===== config.mk =====
export PLATFORM = sky130hd
export DESIGN_NAME = bsd_sub_exec
export DESIGN_NICKNAME = d
export VERILOG_FILES = /design/src/bsd_pkg.sv /design/src/bsd_sub_exec.sv
export SDC_FILE = /design/constraint.sdc
export NUM_CORES = 1
export LEC_CHECK = 0
export BUFFER_PORTS_ARGS = -buffer_cell sky130_fd_sc_hd__buf_2
export CORE_MARGIN = 8
export CORE_UTILIZATION = 40
export CTS_BUF_LIST = sky130_fd_sc_hd__clkbuf_4 sky130_fd_sc_hd__clkbuf_8 sky130_fd_sc_hd__clkbuf_16
export CTS_CLUSTER_SIZE = 28
export DETAILED_ROUTE_END_ITERATION = 8
export GPL_ROUTABILITY_DRIVEN = 0
export GPL_TIMING_DRIVEN = 0
export PLACE_DENSITY = 0.66
export SYNTH_ARGS = -nofsm -noshare
export SYNTH_HDL_FRONTEND = slang
export SYNTH_SLANG_ARGS = --single-unit

===== constraint.sdc =====
create_clock -name SYS_CLK_IN -period 4.7 [get_ports SYS_CLK_IN]
set_input_delay 0.94 -clock SYS_CLK_IN [delete_from_list [all_inputs] [get_ports SYS_CLK_IN]]
set_output_delay 0.94 -clock SYS_CLK_IN [all_outputs]
set_load 0.1 [all_outputs]

===== src/bsd_pkg.sv =====
// Constants, field layouts and carrier types for the binary subtract decode/execute block
// What this block does
// - General subtract sets N from result sign
// - General subtract sets Z on zero sized result
// - General subtract sets V on signed overflow
// - General subtract sets C on borrow out
// - General subtract copies C into X
// - General subtract register field picks one of eight data registers
// - Source ea accepts every addressing mode except unused mode 111 register codes and byte An
// - Mode 111 register codes map special modes
// - Byte source may not be address register
// - Destination ea only alterable memory modes
// - Data register destination only via register field
// - Address subtract writes result to same register
// - Address subtract is word or long only
// - Mode 011 word sign-extended, 111 long
// - Address subtract leaves all flags unchanged
// - Address subtract register field is address destination
// - Address subtract source accepts every mode except unused mode 111 register codes
package bsd_pkg;

  // ****************************************
  // Instruction word fields
  // ****************************************
  localparam logic [3:0] LINE_SUB = 4'h9;
  localparam int LINE_HI = 15;
  localparam int LINE_LO = 12;
  localparam int REG_HI = 11;
  localparam int REG_LO = 9;
  localparam int OPM_HI = 8;
  localparam int OPM_LO = 6;
  localparam int EAM_HI = 5;
  localparam int EAM_LO = 3;
  localparam int EAR_HI = 2;
  localparam int EAR_LO = 0;

  // ****************************************
  // Operation-mode and effective-address codes
  // ****************************************
  localparam logic [2:0] OPM_ADDR_WORD = 3'h3;
  localparam logic [2:0] OPM_ADDR_LONG = 3'h7;
  localparam logic [2:0] EAM_DREG = 3'h0;
  localparam logic [2:0] EAM_AREG = 3'h1;
  localparam logic [2:0] EAM_SPECIAL = 3'h7;
  localparam logic [2:0] EAR_ABS_SHORT = 3'h0;
  localparam logic [2:0] EAR_ABS_LONG = 3'h1;
  localparam logic [2:0] EAR_PC_DISP = 3'h2;
  localparam logic [2:0] EAR_PC_INDEX = 3'h3;
  localparam logic [2:0] EAR_IMMEDIATE = 3'h4;

  // ****************************************
  // Condition flag positions and reset value
  // ****************************************
  localparam int CC_C = 0;
  localparam int CC_V = 1;
  localparam int CC_Z = 2;
  localparam int CC_N = 3;
  localparam int CC_X = 4;
  localparam logic [4:0] CCR_RESET = 5'h00;

  // ****************************************
  // Types
  // ****************************************
  typedef enum logic [1:0] {SZ_BYTE, SZ_WORD, SZ_LONG} bsd_size_t;
  typedef enum logic [1:0] {OPK_NONE, OPK_TO_DREG, OPK_TO_EA, OPK_ADDR} bsd_kind_t;

  typedef struct packed {
    logic is_addr;
    logic [2:0] idx;
  } bsd_sel_t;

  typedef struct packed {
    bsd_sel_t sel;
    bsd_size_t size;
    logic [31:0] data;
  } bsd_wr_t;

endpackage : bsd_pkg


===== src/bsd_sub_exec.sv =====
// Decode and execute of the general and address subtract instructions
`timescale 1ns/1ps
module bsd_sub_exec (
  // Clock and reset
  input wire logic SYS_CLK_IN,
  input wire logic RST_N_IN,
  // Instruction issue
  input wire logic INSTR_VALID_IN,
  input wire logic [15:0] INSTR_WORD_IN,
  // Operands from register file and operand fetch
  output bsd_pkg::bsd_sel_t REG_SEL_OUT,
  input wire logic [31:0] REG_OPERAND_IN,
  input wire logic [31:0] EA_OPERAND_IN,
  // Results
  output logic DONE_OUT,
  output logic ILLEGAL_OUT,
  output logic REG_WR_OUT,
  output bsd_pkg::bsd_wr_t REG_WR_DATA_OUT,
  output logic EA_WR_OUT,
  output bsd_pkg::bsd_wr_t EA_WR_DATA_OUT,
  output logic [4:0] CCR_OUT
);

  // ****************************************
  // Field extraction
  // ****************************************
  logic is_sub_line;
  logic [2:0] reg_f;
  logic [2:0] opm;
  logic [2:0] eam;
  logic [2:0] ear;

  assign is_sub_line = INSTR_WORD_IN[bsd_pkg::LINE_HI:bsd_pkg::LINE_LO] == bsd_pkg::LINE_SUB;
  assign reg_f = INSTR_WORD_IN[bsd_pkg::REG_HI:bsd_pkg::REG_LO];
  assign opm = INSTR_WORD_IN[bsd_pkg::OPM_HI:bsd_pkg::OPM_LO];
  assign eam = INSTR_WORD_IN[bsd_pkg::EAM_HI:bsd_pkg::EAM_LO];
  assign ear = INSTR_WORD_IN[bsd_pkg::EAR_HI:bsd_pkg::EAR_LO];

  // ****************************************
  // Operation decode
  // ****************************************
  bsd_pkg::bsd_kind_t kind;
  bsd_pkg::bsd_size_t size;

  always_comb begin
    kind = bsd_pkg::OPK_NONE;
    size = bsd_pkg::SZ_LONG;
    if (is_sub_line) begin
      if (opm == bsd_pkg::OPM_ADDR_WORD || opm == bsd_pkg::OPM_ADDR_LONG) begin
        kind = bsd_pkg::OPK_ADDR;
        size = (opm == bsd_pkg::OPM_ADDR_WORD) ? bsd_pkg::SZ_WORD : bsd_pkg::SZ_LONG;
      end else begin
        kind = opm[2] ? bsd_pkg::OPK_TO_EA : bsd_pkg::OPK_TO_DREG;
        unique case (opm[1:0])
          2'h0: size = bsd_pkg::SZ_BYTE;
          2'h1: size = bsd_pkg::SZ_WORD;
          default: size = bsd_pkg::SZ_LONG;
        endcase
      end
    end
  end

  // ****************************************
  // Addressing mode legality
  // ****************************************
  logic special_src_ok;
  logic src_ok;
  logic dst_ok;
  logic legal;

  // Mode 111 decodes absolute, PC-relative and immediate; other register codes are unused
  assign special_src_ok = ear == bsd_pkg::EAR_ABS_SHORT || ear == bsd_pkg::EAR_ABS_LONG ||
                          ear == bsd_pkg::EAR_PC_DISP || ear == bsd_pkg::EAR_PC_INDEX ||
                          ear == bsd_pkg::EAR_IMMEDIATE;

  always_comb begin
    src_ok = 1'b1;
    if (eam == bsd_pkg::EAM_SPECIAL) begin
      src_ok = special_src_ok;
    end else if (eam == bsd_pkg::EAM_AREG && size == bsd_pkg::SZ_BYTE) begin
      src_ok = 1'b0;
    end
  end

  // Register direct, immediate and PC-relative cannot be written through the ea field
  always_comb begin
    dst_ok = 1'b1;
    if (eam == bsd_pkg::EAM_DREG || eam == bsd_pkg::EAM_AREG) begin
      dst_ok = 1'b0;
    end else if (eam == bsd_pkg::EAM_SPECIAL) begin
      dst_ok = ear == bsd_pkg::EAR_ABS_SHORT || ear == bsd_pkg::EAR_ABS_LONG;
    end
  end

  always_comb begin
    unique case (kind)
      bsd_pkg::OPK_TO_DREG: legal = src_ok;
      bsd_pkg::OPK_TO_EA: legal = dst_ok;
      bsd_pkg::OPK_ADDR: legal = src_ok;
      default: legal = 1'b0;
    endcase
  end

  // ****************************************
  // Operand selection
  // ****************************************
  logic [31:0] op_dst;
  logic [31:0] op_src;

  // Register field names a data register, or an address register for the address form
  assign REG_SEL_OUT = '{is_addr: kind == bsd_pkg::OPK_ADDR, idx: reg_f};

  always_comb begin
    op_dst = REG_OPERAND_IN;
    op_src = EA_OPERAND_IN;
    if (kind == bsd_pkg::OPK_TO_EA) begin
      op_dst = EA_OPERAND_IN;
      op_src = REG_OPERAND_IN;
    end else if (kind == bsd_pkg::OPK_ADDR && size == bsd_pkg::SZ_WORD) begin
      op_src = {{16{EA_OPERAND_IN[15]}}, EA_OPERAND_IN[15:0]};
    end
  end

  // ****************************************
  // Subtractor and flags
  // ****************************************
  logic [31:0] diff;
  logic res_n;
  logic res_z;
  logic res_v;
  logic res_c;
  logic dst_msb;
  logic src_msb;

  assign diff = op_dst - op_src;

  always_comb begin
    unique case (size)
      bsd_pkg::SZ_BYTE: begin
        res_c = op_dst[7:0] < op_src[7:0];
        res_z = diff[7:0] == 8'h00;
        res_n = diff[7];
        dst_msb = op_dst[7];
        src_msb = op_src[7];
      end
      bsd_pkg::SZ_WORD: begin
        res_c = op_dst[15:0] < op_src[15:0];
        res_z = diff[15:0] == 16'h0000;
        res_n = diff[15];
        dst_msb = op_dst[15];
        src_msb = op_src[15];
      end
      default: begin
        res_c = op_dst < op_src;
        res_z = diff == 32'h00000000;
        res_n = diff[31];
        dst_msb = op_dst[31];
        src_msb = op_src[31];
      end
    endcase
    res_v = (dst_msb ^ src_msb) & (res_n ^ dst_msb);
  end

  // ****************************************
  // Condition flags
  // ****************************************
  logic general_go;
  logic addr_go;

  assign general_go = INSTR_VALID_IN && legal && kind != bsd_pkg::OPK_ADDR;
  assign addr_go = INSTR_VALID_IN && legal && kind == bsd_pkg::OPK_ADDR;

  // Address form and rejected encodings keep the flags as they were
  always_ff @(posedge SYS_CLK_IN) begin
    if (!RST_N_IN) begin
      CCR_OUT <= bsd_pkg::CCR_RESET;
    end else if (general_go) begin
      CCR_OUT[bsd_pkg::CC_N] <= res_n;
      CCR_OUT[bsd_pkg::CC_Z] <= res_z;
      CCR_OUT[bsd_pkg::CC_V] <= res_v;
      CCR_OUT[bsd_pkg::CC_C] <= res_c;
      CCR_OUT[bsd_pkg::CC_X] <= res_c;
    end
  end

  // ****************************************
  // Result write-back
  // ****************************************
  logic [31:0] merged;

  // Data register keeps its bits above the operation size
  always_comb begin
    unique case (size)
      bsd_pkg::SZ_BYTE: merged = {REG_OPERAND_IN[31:8], diff[7:0]};
      bsd_pkg::SZ_WORD: merged = {REG_OPERAND_IN[31:16], diff[15:0]};
      default: merged = diff;
    endcase
  end

  always_ff @(posedge SYS_CLK_IN) begin
    if (!RST_N_IN) begin
      REG_WR_OUT <= 1'b0;
      REG_WR_DATA_OUT <= '0;
    end else begin
      REG_WR_OUT <= addr_go || (general_go && kind == bsd_pkg::OPK_TO_DREG);
      if (addr_go) begin
        REG_WR_DATA_OUT <= '{sel: REG_SEL_OUT, size: bsd_pkg::SZ_LONG, data: diff};
      end else if (general_go) begin
        REG_WR_DATA_OUT <= '{sel: REG_SEL_OUT, size: size, data: merged};
      end
    end
  end

  always_ff @(posedge SYS_CLK_IN) begin
    if (!RST_N_IN) begin
      EA_WR_OUT <= 1'b0;
      EA_WR_DATA_OUT <= '0;
    end else begin
      EA_WR_OUT <= general_go && kind == bsd_pkg::OPK_TO_EA;
      if (general_go && kind == bsd_pkg::OPK_TO_EA) begin
        EA_WR_DATA_OUT <= '{sel: '{is_addr: 1'b1, idx: ear}, size: size, data: diff};
      end
    end
  end

  always_ff @(posedge SYS_CLK_IN) begin
    if (!RST_N_IN) begin
      DONE_OUT <= 1'b0;
      ILLEGAL_OUT <= 1'b0;
    end else begin
      DONE_OUT <= general_go || addr_go;
      ILLEGAL_OUT <= INSTR_VALID_IN && is_sub_line && !legal;
    end
  end

  // ****************************************
  // Checks
  // ****************************************
  logic [31:0] chk_dst;
  logic [31:0] chk_src;
  logic [31:0] out_res;
  bsd_pkg::bsd_size_t out_size;
  logic out_msb;
  logic out_zero;
  logic dst_top;
  logic src_top;

  always_ff @(posedge SYS_CLK_IN) begin
    if (!RST_N_IN) begin
      chk_dst <= 32'h00000000;
      chk_src <= 32'h00000000;
    end else begin
      chk_dst <= op_dst;
      chk_src <= op_src;
    end
  end

  assign out_res = REG_WR_OUT ? REG_WR_DATA_OUT.data : EA_WR_DATA_OUT.data;
  assign out_size = REG_WR_OUT ? REG_WR_DATA_OUT.size : EA_WR_DATA_OUT.size;

  always_comb begin
    unique case (out_size)
      bsd_pkg::SZ_BYTE: begin
        out_msb = out_res[7];
        out_zero = out_res[7:0] == 8'h00;
        dst_top = chk_dst[7];
        src_top = chk_src[7];
      end
      bsd_pkg::SZ_WORD: begin
        out_msb = out_res[15];
        out_zero = out_res[15:0] == 16'h0000;
        dst_top = chk_dst[15];
        src_top = chk_src[15];
      end
      default: begin
        out_msb = out_res[31];
        out_zero = out_res == 32'h00000000;
        dst_top = chk_dst[31];
        src_top = chk_src[31];
      end
    endcase
  end
endmodule : bsd_sub_exec


# Yosys cells after proc, flatten, opt, wreduce, memory -nomap -nowiden
# Cells that the tools add are included.
dict set report classes {
  add_sub_neg 1
  magnitude_cmp 3
  eq_ne 15
  muxes 23
  bitwise 4
  n_reduce_logical 28
}
# cell count
set op_table {}
lappend op_table {{two-way mux 32 bit} 3}
lappend op_table {{two-way mux 38 bit} 2}
lappend op_table {{one-hot mux 32 bit (2 select lines)} 1}
lappend op_table {{logical NOT 32 bit} 1}
lappend op_table {{less-than comparator 32 bit} 1}
lappend op_table {{subtractor 32 bit} 1}
lappend op_table {{logical NOT 16 bit} 1}
lappend op_table {{less-than comparator 16 bit} 1}
lappend op_table {{two-way mux 2 bit} 6}
lappend op_table {{one-hot mux 1 bit (2 select lines)} 6}
lappend op_table {{equality test 3 x 2 -> 1 bit, second input constant} 3}
lappend op_table {{equality test 3 bit, second input constant} 3}
lappend op_table {{logical AND 1 bit} 9}
lappend op_table {{logical NOT 8 bit} 1}
lappend op_table {{logical OR 1 bit} 8}
lappend op_table {{less-than comparator 8 bit} 1}
lappend op_table {{equality test 2 x 1 -> 1 bit, second input constant} 3}
lappend op_table {{equality test 3 x 1 -> 1 bit, second input constant} 2}
lappend op_table {{logical NOT 3 bit} 2}
lappend op_table {{equality test 2 bit, second input constant} 2}
lappend op_table {{equality test 4 bit, second input constant} 1}
lappend op_table {{logical NOT 2 bit} 2}
lappend op_table {{two-way mux 1 bit} 4}
lappend op_table {{one-hot mux 2 bit (2 select lines)} 1}
lappend op_table {{7 further kinds} 9}
dict set report word_totals {
  reg_bits 85
  input_bits 83
  elab_cells 88
}

# Logic depth before layout (Yosys ltp)
dict set report depth {
  ltp_word 13
  mapped_depth 23
  mapped_depth_nobuf 19
}

# Worst setup path after synthesis
# No wires, ideal clock.
dict set report synth_timing {
  path_type {input port to flip-flop}
  start {input INSTR_WORD_IN[14]}
  end {register CCR_OUT[2]}
  setup_ns 0.083
  t_arrival_ns 5.654
  slack_ns -1.037
  stages 22
  n_path_buf 3
  path_cell_list {and4bb_4 buf_6 and3_1 nand2b_1 clkbuf_1 nor2_1 clkbuf_1 a21oi_1 nor2_1 a21oi_1 ha_1 a21o_1 a21o_1 a21o_1 nand3_1 a21oi_1 a211o_1 nor3_1 a21oi_1 xor2_1 or4_4 o31ai_4}
}
# element line
set synth_lines {}
lappend synth_lines {{start, declared} bsd_sub_exec.sv:9} ;# input wire logic [15:0] INSTR_WORD_IN,
lappend synth_lines {{end signal, assigned} bsd_sub_exec.sv:176} ;# CCR_OUT <= bsd_pkg::CCR_RESET;
lappend synth_lines {{end signal, assigned by index} bsd_sub_exec.sv:178} ;# CCR_OUT[bsd_pkg::CC_N] <= res_n;
lappend synth_lines {{end signal, assigned by index} bsd_sub_exec.sv:179} ;# CCR_OUT[bsd_pkg::CC_Z] <= res_z;
lappend synth_lines {{end, declared} bsd_sub_exec.sv:21} ;# output logic [4:0] CCR_OUT

# Final worst setup path
dict set report layout_timing {
  start {input INSTR_WORD_IN[13]}
  end {register CCR_OUT[2]}
}
dict set report layout_between {
  elab_chain_len 9
}
# element line
set layout_rtl {}
lappend layout_rtl {{equality test 4 bit (*)} bsd_sub_exec.sv:33} ;# assign is_sub_line = INSTR_WORD_IN[bsd_pkg::LINE_HI:bsd_pkg::LINE_LO] == bsd_pkg::LINE_SUB;
lappend layout_rtl {{two-way mux 2 bit} bsd_sub_exec.sv:48} ;# if (is_sub_line) begin
lappend layout_rtl {{equality test 2 bit (tied with other cells)} {bsd_sub_exec.sv:96, bsd_sub_exec.sv:119}}
lappend layout_rtl {{logical AND 1 bit (on tied branches)} {bsd_sub_exec.sv:119, bsd_sub_exec.sv:80}}
lappend layout_rtl {{two-way mux 32 bit or two-way mux 1 bit (tied branches)} {bsd_sub_exec.sv:119, bsd_sub_exec.sv:80}}
lappend layout_rtl {{two-way mux 32 bit or two-way mux 1 bit (tied branches)} {bsd_sub_exec.sv:116, bsd_sub_exec.sv:78}}
lappend layout_rtl {{subtractor 32 bit or one-hot mux 1 bit (2 select lines) (tied branches)} {bsd_sub_exec.sv:135, bsd_sub_exec.sv:96}}
lappend layout_rtl {{logical NOT 32 bit or logical AND 1 bit (tied branches)} {bsd_sub_exec.sv:155, bsd_sub_exec.sv:170}}
lappend layout_rtl {{one-hot mux 1 bit (2 select lines) or logical AND 1 bit (tied branches)} {bsd_sub_exec.sv:138, bsd_sub_exec.sv:170}}
# Mark *: on every way between the ends. The rest lies on a longest branch, timed or not.
# A chain may end at the register's enable or synchronous reset.

==> metrics.cfg <==
[yosys]
synth.ff_latch_count=84
synth_fp_nets=1013
synth_top_cells_by_area=sky130_fd_sc_hd__dfxtp_1, sky130_fd_sc_hd__nand2_1, sky130_fd_sc_hd__a21oi_1
postSynthAreaPerCell_um2=7.09
synth_enable_flop_cells=0
ys_seq_area_frac=0.260
ys.flop_type=sky130_fd_sc_hd__dfxtp_1
synth.yosys.warnings=0
synth_top_area_cell=sky130_fd_sc_hd__dfxtp_1
synth.lib_cells_used.distinct=76
postSynthCellCount=913
mappedNetlistArea_um2=6480
synthDominantCellAreaShare=0.260
asyncSetResetFlopFracSynth=0

[setup_path]
critPathRequiredTime_ps=4960
critical_path.startpoint_type=input port
reg2regPathDepth=2
timing.setup.critical_path_class=input port to flop
worst_setup_path_end_kind=flop
timing.reg2reg.setup_slack_ps=3830
launch_point_of_the_worst_reg_to_reg_path=REG_WR_DATA_OUT[24]$_SDFFE_PN0P_
cp_max_fo=7
worst_r2r_endpoint=REG_WR_DATA_OUT[24]$_SDFFE_PN0P_
worst_ep_arrival_ps=4820

[cells_and_area]
finish.net_count=1206
synthToLayoutAreaGrowth_pct=26.8
leading_cell_type_in_the_layout_fill_and_taps_excluded=sky130_fd_sc_hd__buf_2
layout_common_cells=sky130_fd_sc_hd__buf_2, sky130_fd_sc_hd__nand2_1, sky130_fd_sc_hd__nor2_1
layout-drive-gt1-share=0.248
final_util=0.517

[power_and_ir_drop]
leakagePower_nw=3.61
irDropWorstVdd_uv=197
final_total_pwr_mw=2.15
p_per_area_nw_per_um2=262

[timing]
fmax_mhz=219
final_hold_viol_count=0
layout_min_cycle_time_ps=4560
final-max-slew-violation-count=0
maxSlewHeadroom=0.461
skew_ps=0
final-setup-viol-count=0
share_of_the_cycle_needed_by_the_critical_path_after_routing=0.971
max_slew.worst_pin.slew_ps=805
setup-tns-final_ps=0

[global_route]
globalRoute.totalOverflow=0
pin_count_of_the_biggest_net_entering_global_routing=29
global_route_wire_length_before_repair_um=37800
antenna_found_initial=1
grt_pass1_vias=6856
grt_use_total=0.234

[clock_tree]
cts_num_sinks=84
cts-hold-fix-buffers=0
insertion_delay_ps=340
cts_htree_levels=3
clk_path_buf_depth=2
tritoncts=done
worst_setup_hold_path_clk_slew_ps=70
cts_inserted_buffers=9
clk_root_buffer_cell=sky130_fd_sc_hd__clkbuf_16

[min_path]
hold_path_start=REG_WR_DATA_OUT[1]$_SDFFE_PN0P_
min-delay-path-class=flop to flop
worstHoldEndpoint=REG_WR_DATA_OUT[1]$_SDFFE_PN0P_
hold_path_depth=2

[floorplanning]
die_width_um=143
core_region_area_um2=15900
boundaryPins=172
number_of_standard_cell_rows_in_the_floorplan=46
die_area_um2=20500
starting_utilization_of_the_core_area=0.408
floorplan.die.height_um=143

[placed_design]
hpwl_after_detailed_placement_um=19900
port_buffers=167

[status]
outcome=complete, no violations

[drt]
drc_errors=0
drt.antenna.violating_nets=0
via_per_inst=5.62
first_iter_violations=624
route.vias.total=7455
drt-total-wl_um=25000
avgRoutedWirePerCell_um=18.8
detailedRoute.firstPassIterationCount=5

[job]
max_cap_violations=0

sequential cells by signal (all words and copies together), names as in the netlist:
signal	cells
EA_WR_DATA_OUT	38
REG_WR_DATA_OUT	38
CCR_OUT	4
DONE_OUT	1
EA_WR_OUT	1
ILLEGAL_OUT	1
REG_WR_OUT	1
logic make-up after synthesis:
group | share of synthesized area
multiplexers | 0.0158
AO/OA/AOI/OAI | 0.258
AND/OR/NAND/NOR | 0.280
adder cells (fa/ha/maj) | 0.0699
flip-flops | 0.260
XOR/XNOR | 0.0607
buffers and inverters | 0.0556
stage by stage:
stage          setup WS, ps  instance area, µm²  hold slack [ps]  std cells
6_report                139                8210              453       1327
5_1_grt               -69.6                8210              468       1327
4_1_cts                3.53                8020              456       1316
3_5_place_dp          -1200                7620              446       1296
3_3_place_gp          -1210                7620              440       1296
2_1_floorplan          -271                6520              884        913
final cells by class:
type	count	area, µm²
sequential	84	1680
timing repair buffer	191	1020
multi-input combinational	744	4600
inverter	27	101
clock buffer	9	225
tap	216	270
antenna	1	2.50
buffer	49	265
fill	1644	7670
clock inverter	6	48.8
layer usage:
| layer | track usage | wire length, µm |
|---|---|---|
| met1 | 0.303 | 10600 |
| met2 | 0.378 | 11400 |
| met3 | 0.0477 | 2270 |
| met4 | 0.0780 | 714 |
| met5 | 0 | 0 |
report_power, final:
part           switching, mW  leakage, nW  total (mW)  internal [mW]
registers            0.00438        0.677       0.723          0.718
logic                  0.481         2.80       0.746          0.265
clock network          0.319        0.130       0.681          0.362
total                  0.805         3.61        2.15           1.35
cell usage after synthesis (9+ instances only):
library cell,instances
sky130_fd_sc_hd__xor2_1,20
sky130_fd_sc_hd__maj3_1,24
sky130_fd_sc_hd__nor3_1,15
sky130_fd_sc_hd__nand4_1,9
sky130_fd_sc_hd__nand3_1,17
sky130_fd_sc_hd__dfxtp_1,84
sky130_fd_sc_hd__nand2b_1,24
sky130_fd_sc_hd__a211oi_1,9
sky130_fd_sc_hd__o21ai_0,38
sky130_fd_sc_hd__a21oi_1,100
sky130_fd_sc_hd__ha_1,17
sky130_fd_sc_hd__o211ai_1,16
sky130_fd_sc_hd__nand2_1,158
sky130_fd_sc_hd__xnor2_1,23
sky130_fd_sc_hd__inv_1,26
sky130_fd_sc_hd__a21o_1,13
sky130_fd_sc_hd__a311oi_1,10
sky130_fd_sc_hd__nor2b_1,15
sky130_fd_sc_hd__nor2_1,124
sky130_fd_sc_hd__clkbuf_1,41
sky130_fd_sc_hd__a31oi_1,10
worst max-delay path by stage:
stage | from | to | slack (ps) | depth (start not counted)
after floorplan | INSTR_WORD_IN[14] | CCR_OUT[2]$_SDFFE_PN0P_ | -270 | 22
after detailed placement | INSTR_WORD_IN[6] | CCR_OUT[2]$_SDFFE_PN0P_ | -1200 | 21
after global placement | INSTR_WORD_IN[6] | CCR_OUT[2]$_SDFFE_PN0P_ | -1210 | 21
after global routing | INSTR_WORD_IN[13] | CCR_OUT[2]$_SDFFE_PN0P_ | -70 | 21
final | INSTR_WORD_IN[13] | CCR_OUT[2]$_SDFFE_PN0P_ | 140 | 21
after CTS | INSTR_WORD_IN[14] | CCR_OUT[2]$_SDFFE_PN0P_ | 4 | 23
critical path, cell delays in order:
cell and delay [ps]:
sky130_fd_sc_hd__buf_2 100, sky130_fd_sc_hd__and4bb_4 340, sky130_fd_sc_hd__buf_8 130, sky130_fd_sc_hd__and3_4 200
sky130_fd_sc_hd__nand2b_4 110, sky130_fd_sc_hd__nor2_4 170, sky130_fd_sc_hd__a21oi_1 60, sky130_fd_sc_hd__nor2_1 130
sky130_fd_sc_hd__a21oi_2 70, sky130_fd_sc_hd__ha_4 310, sky130_fd_sc_hd__nor2b_4 130, sky130_fd_sc_hd__nand4_1 170
sky130_fd_sc_hd__a31oi_2 320, sky130_fd_sc_hd__nor2_2 90, sky130_fd_sc_hd__a21oi_2 180, sky130_fd_sc_hd__nor2_2 70
sky130_fd_sc_hd__or3_1 300, sky130_fd_sc_hd__nand4_1 150, sky130_fd_sc_hd__nand4_1 100, sky130_fd_sc_hd__or4_4 570
sky130_fd_sc_hd__o31ai_4 160
what timing repair did:
item,CTS,global route
pin swaps,8,19
buffers inserted,9,15
gates resized for setup,19,24
endpoints found under the setup margin,26,15
Note: power is estimated with default switching activity, not from simulation.
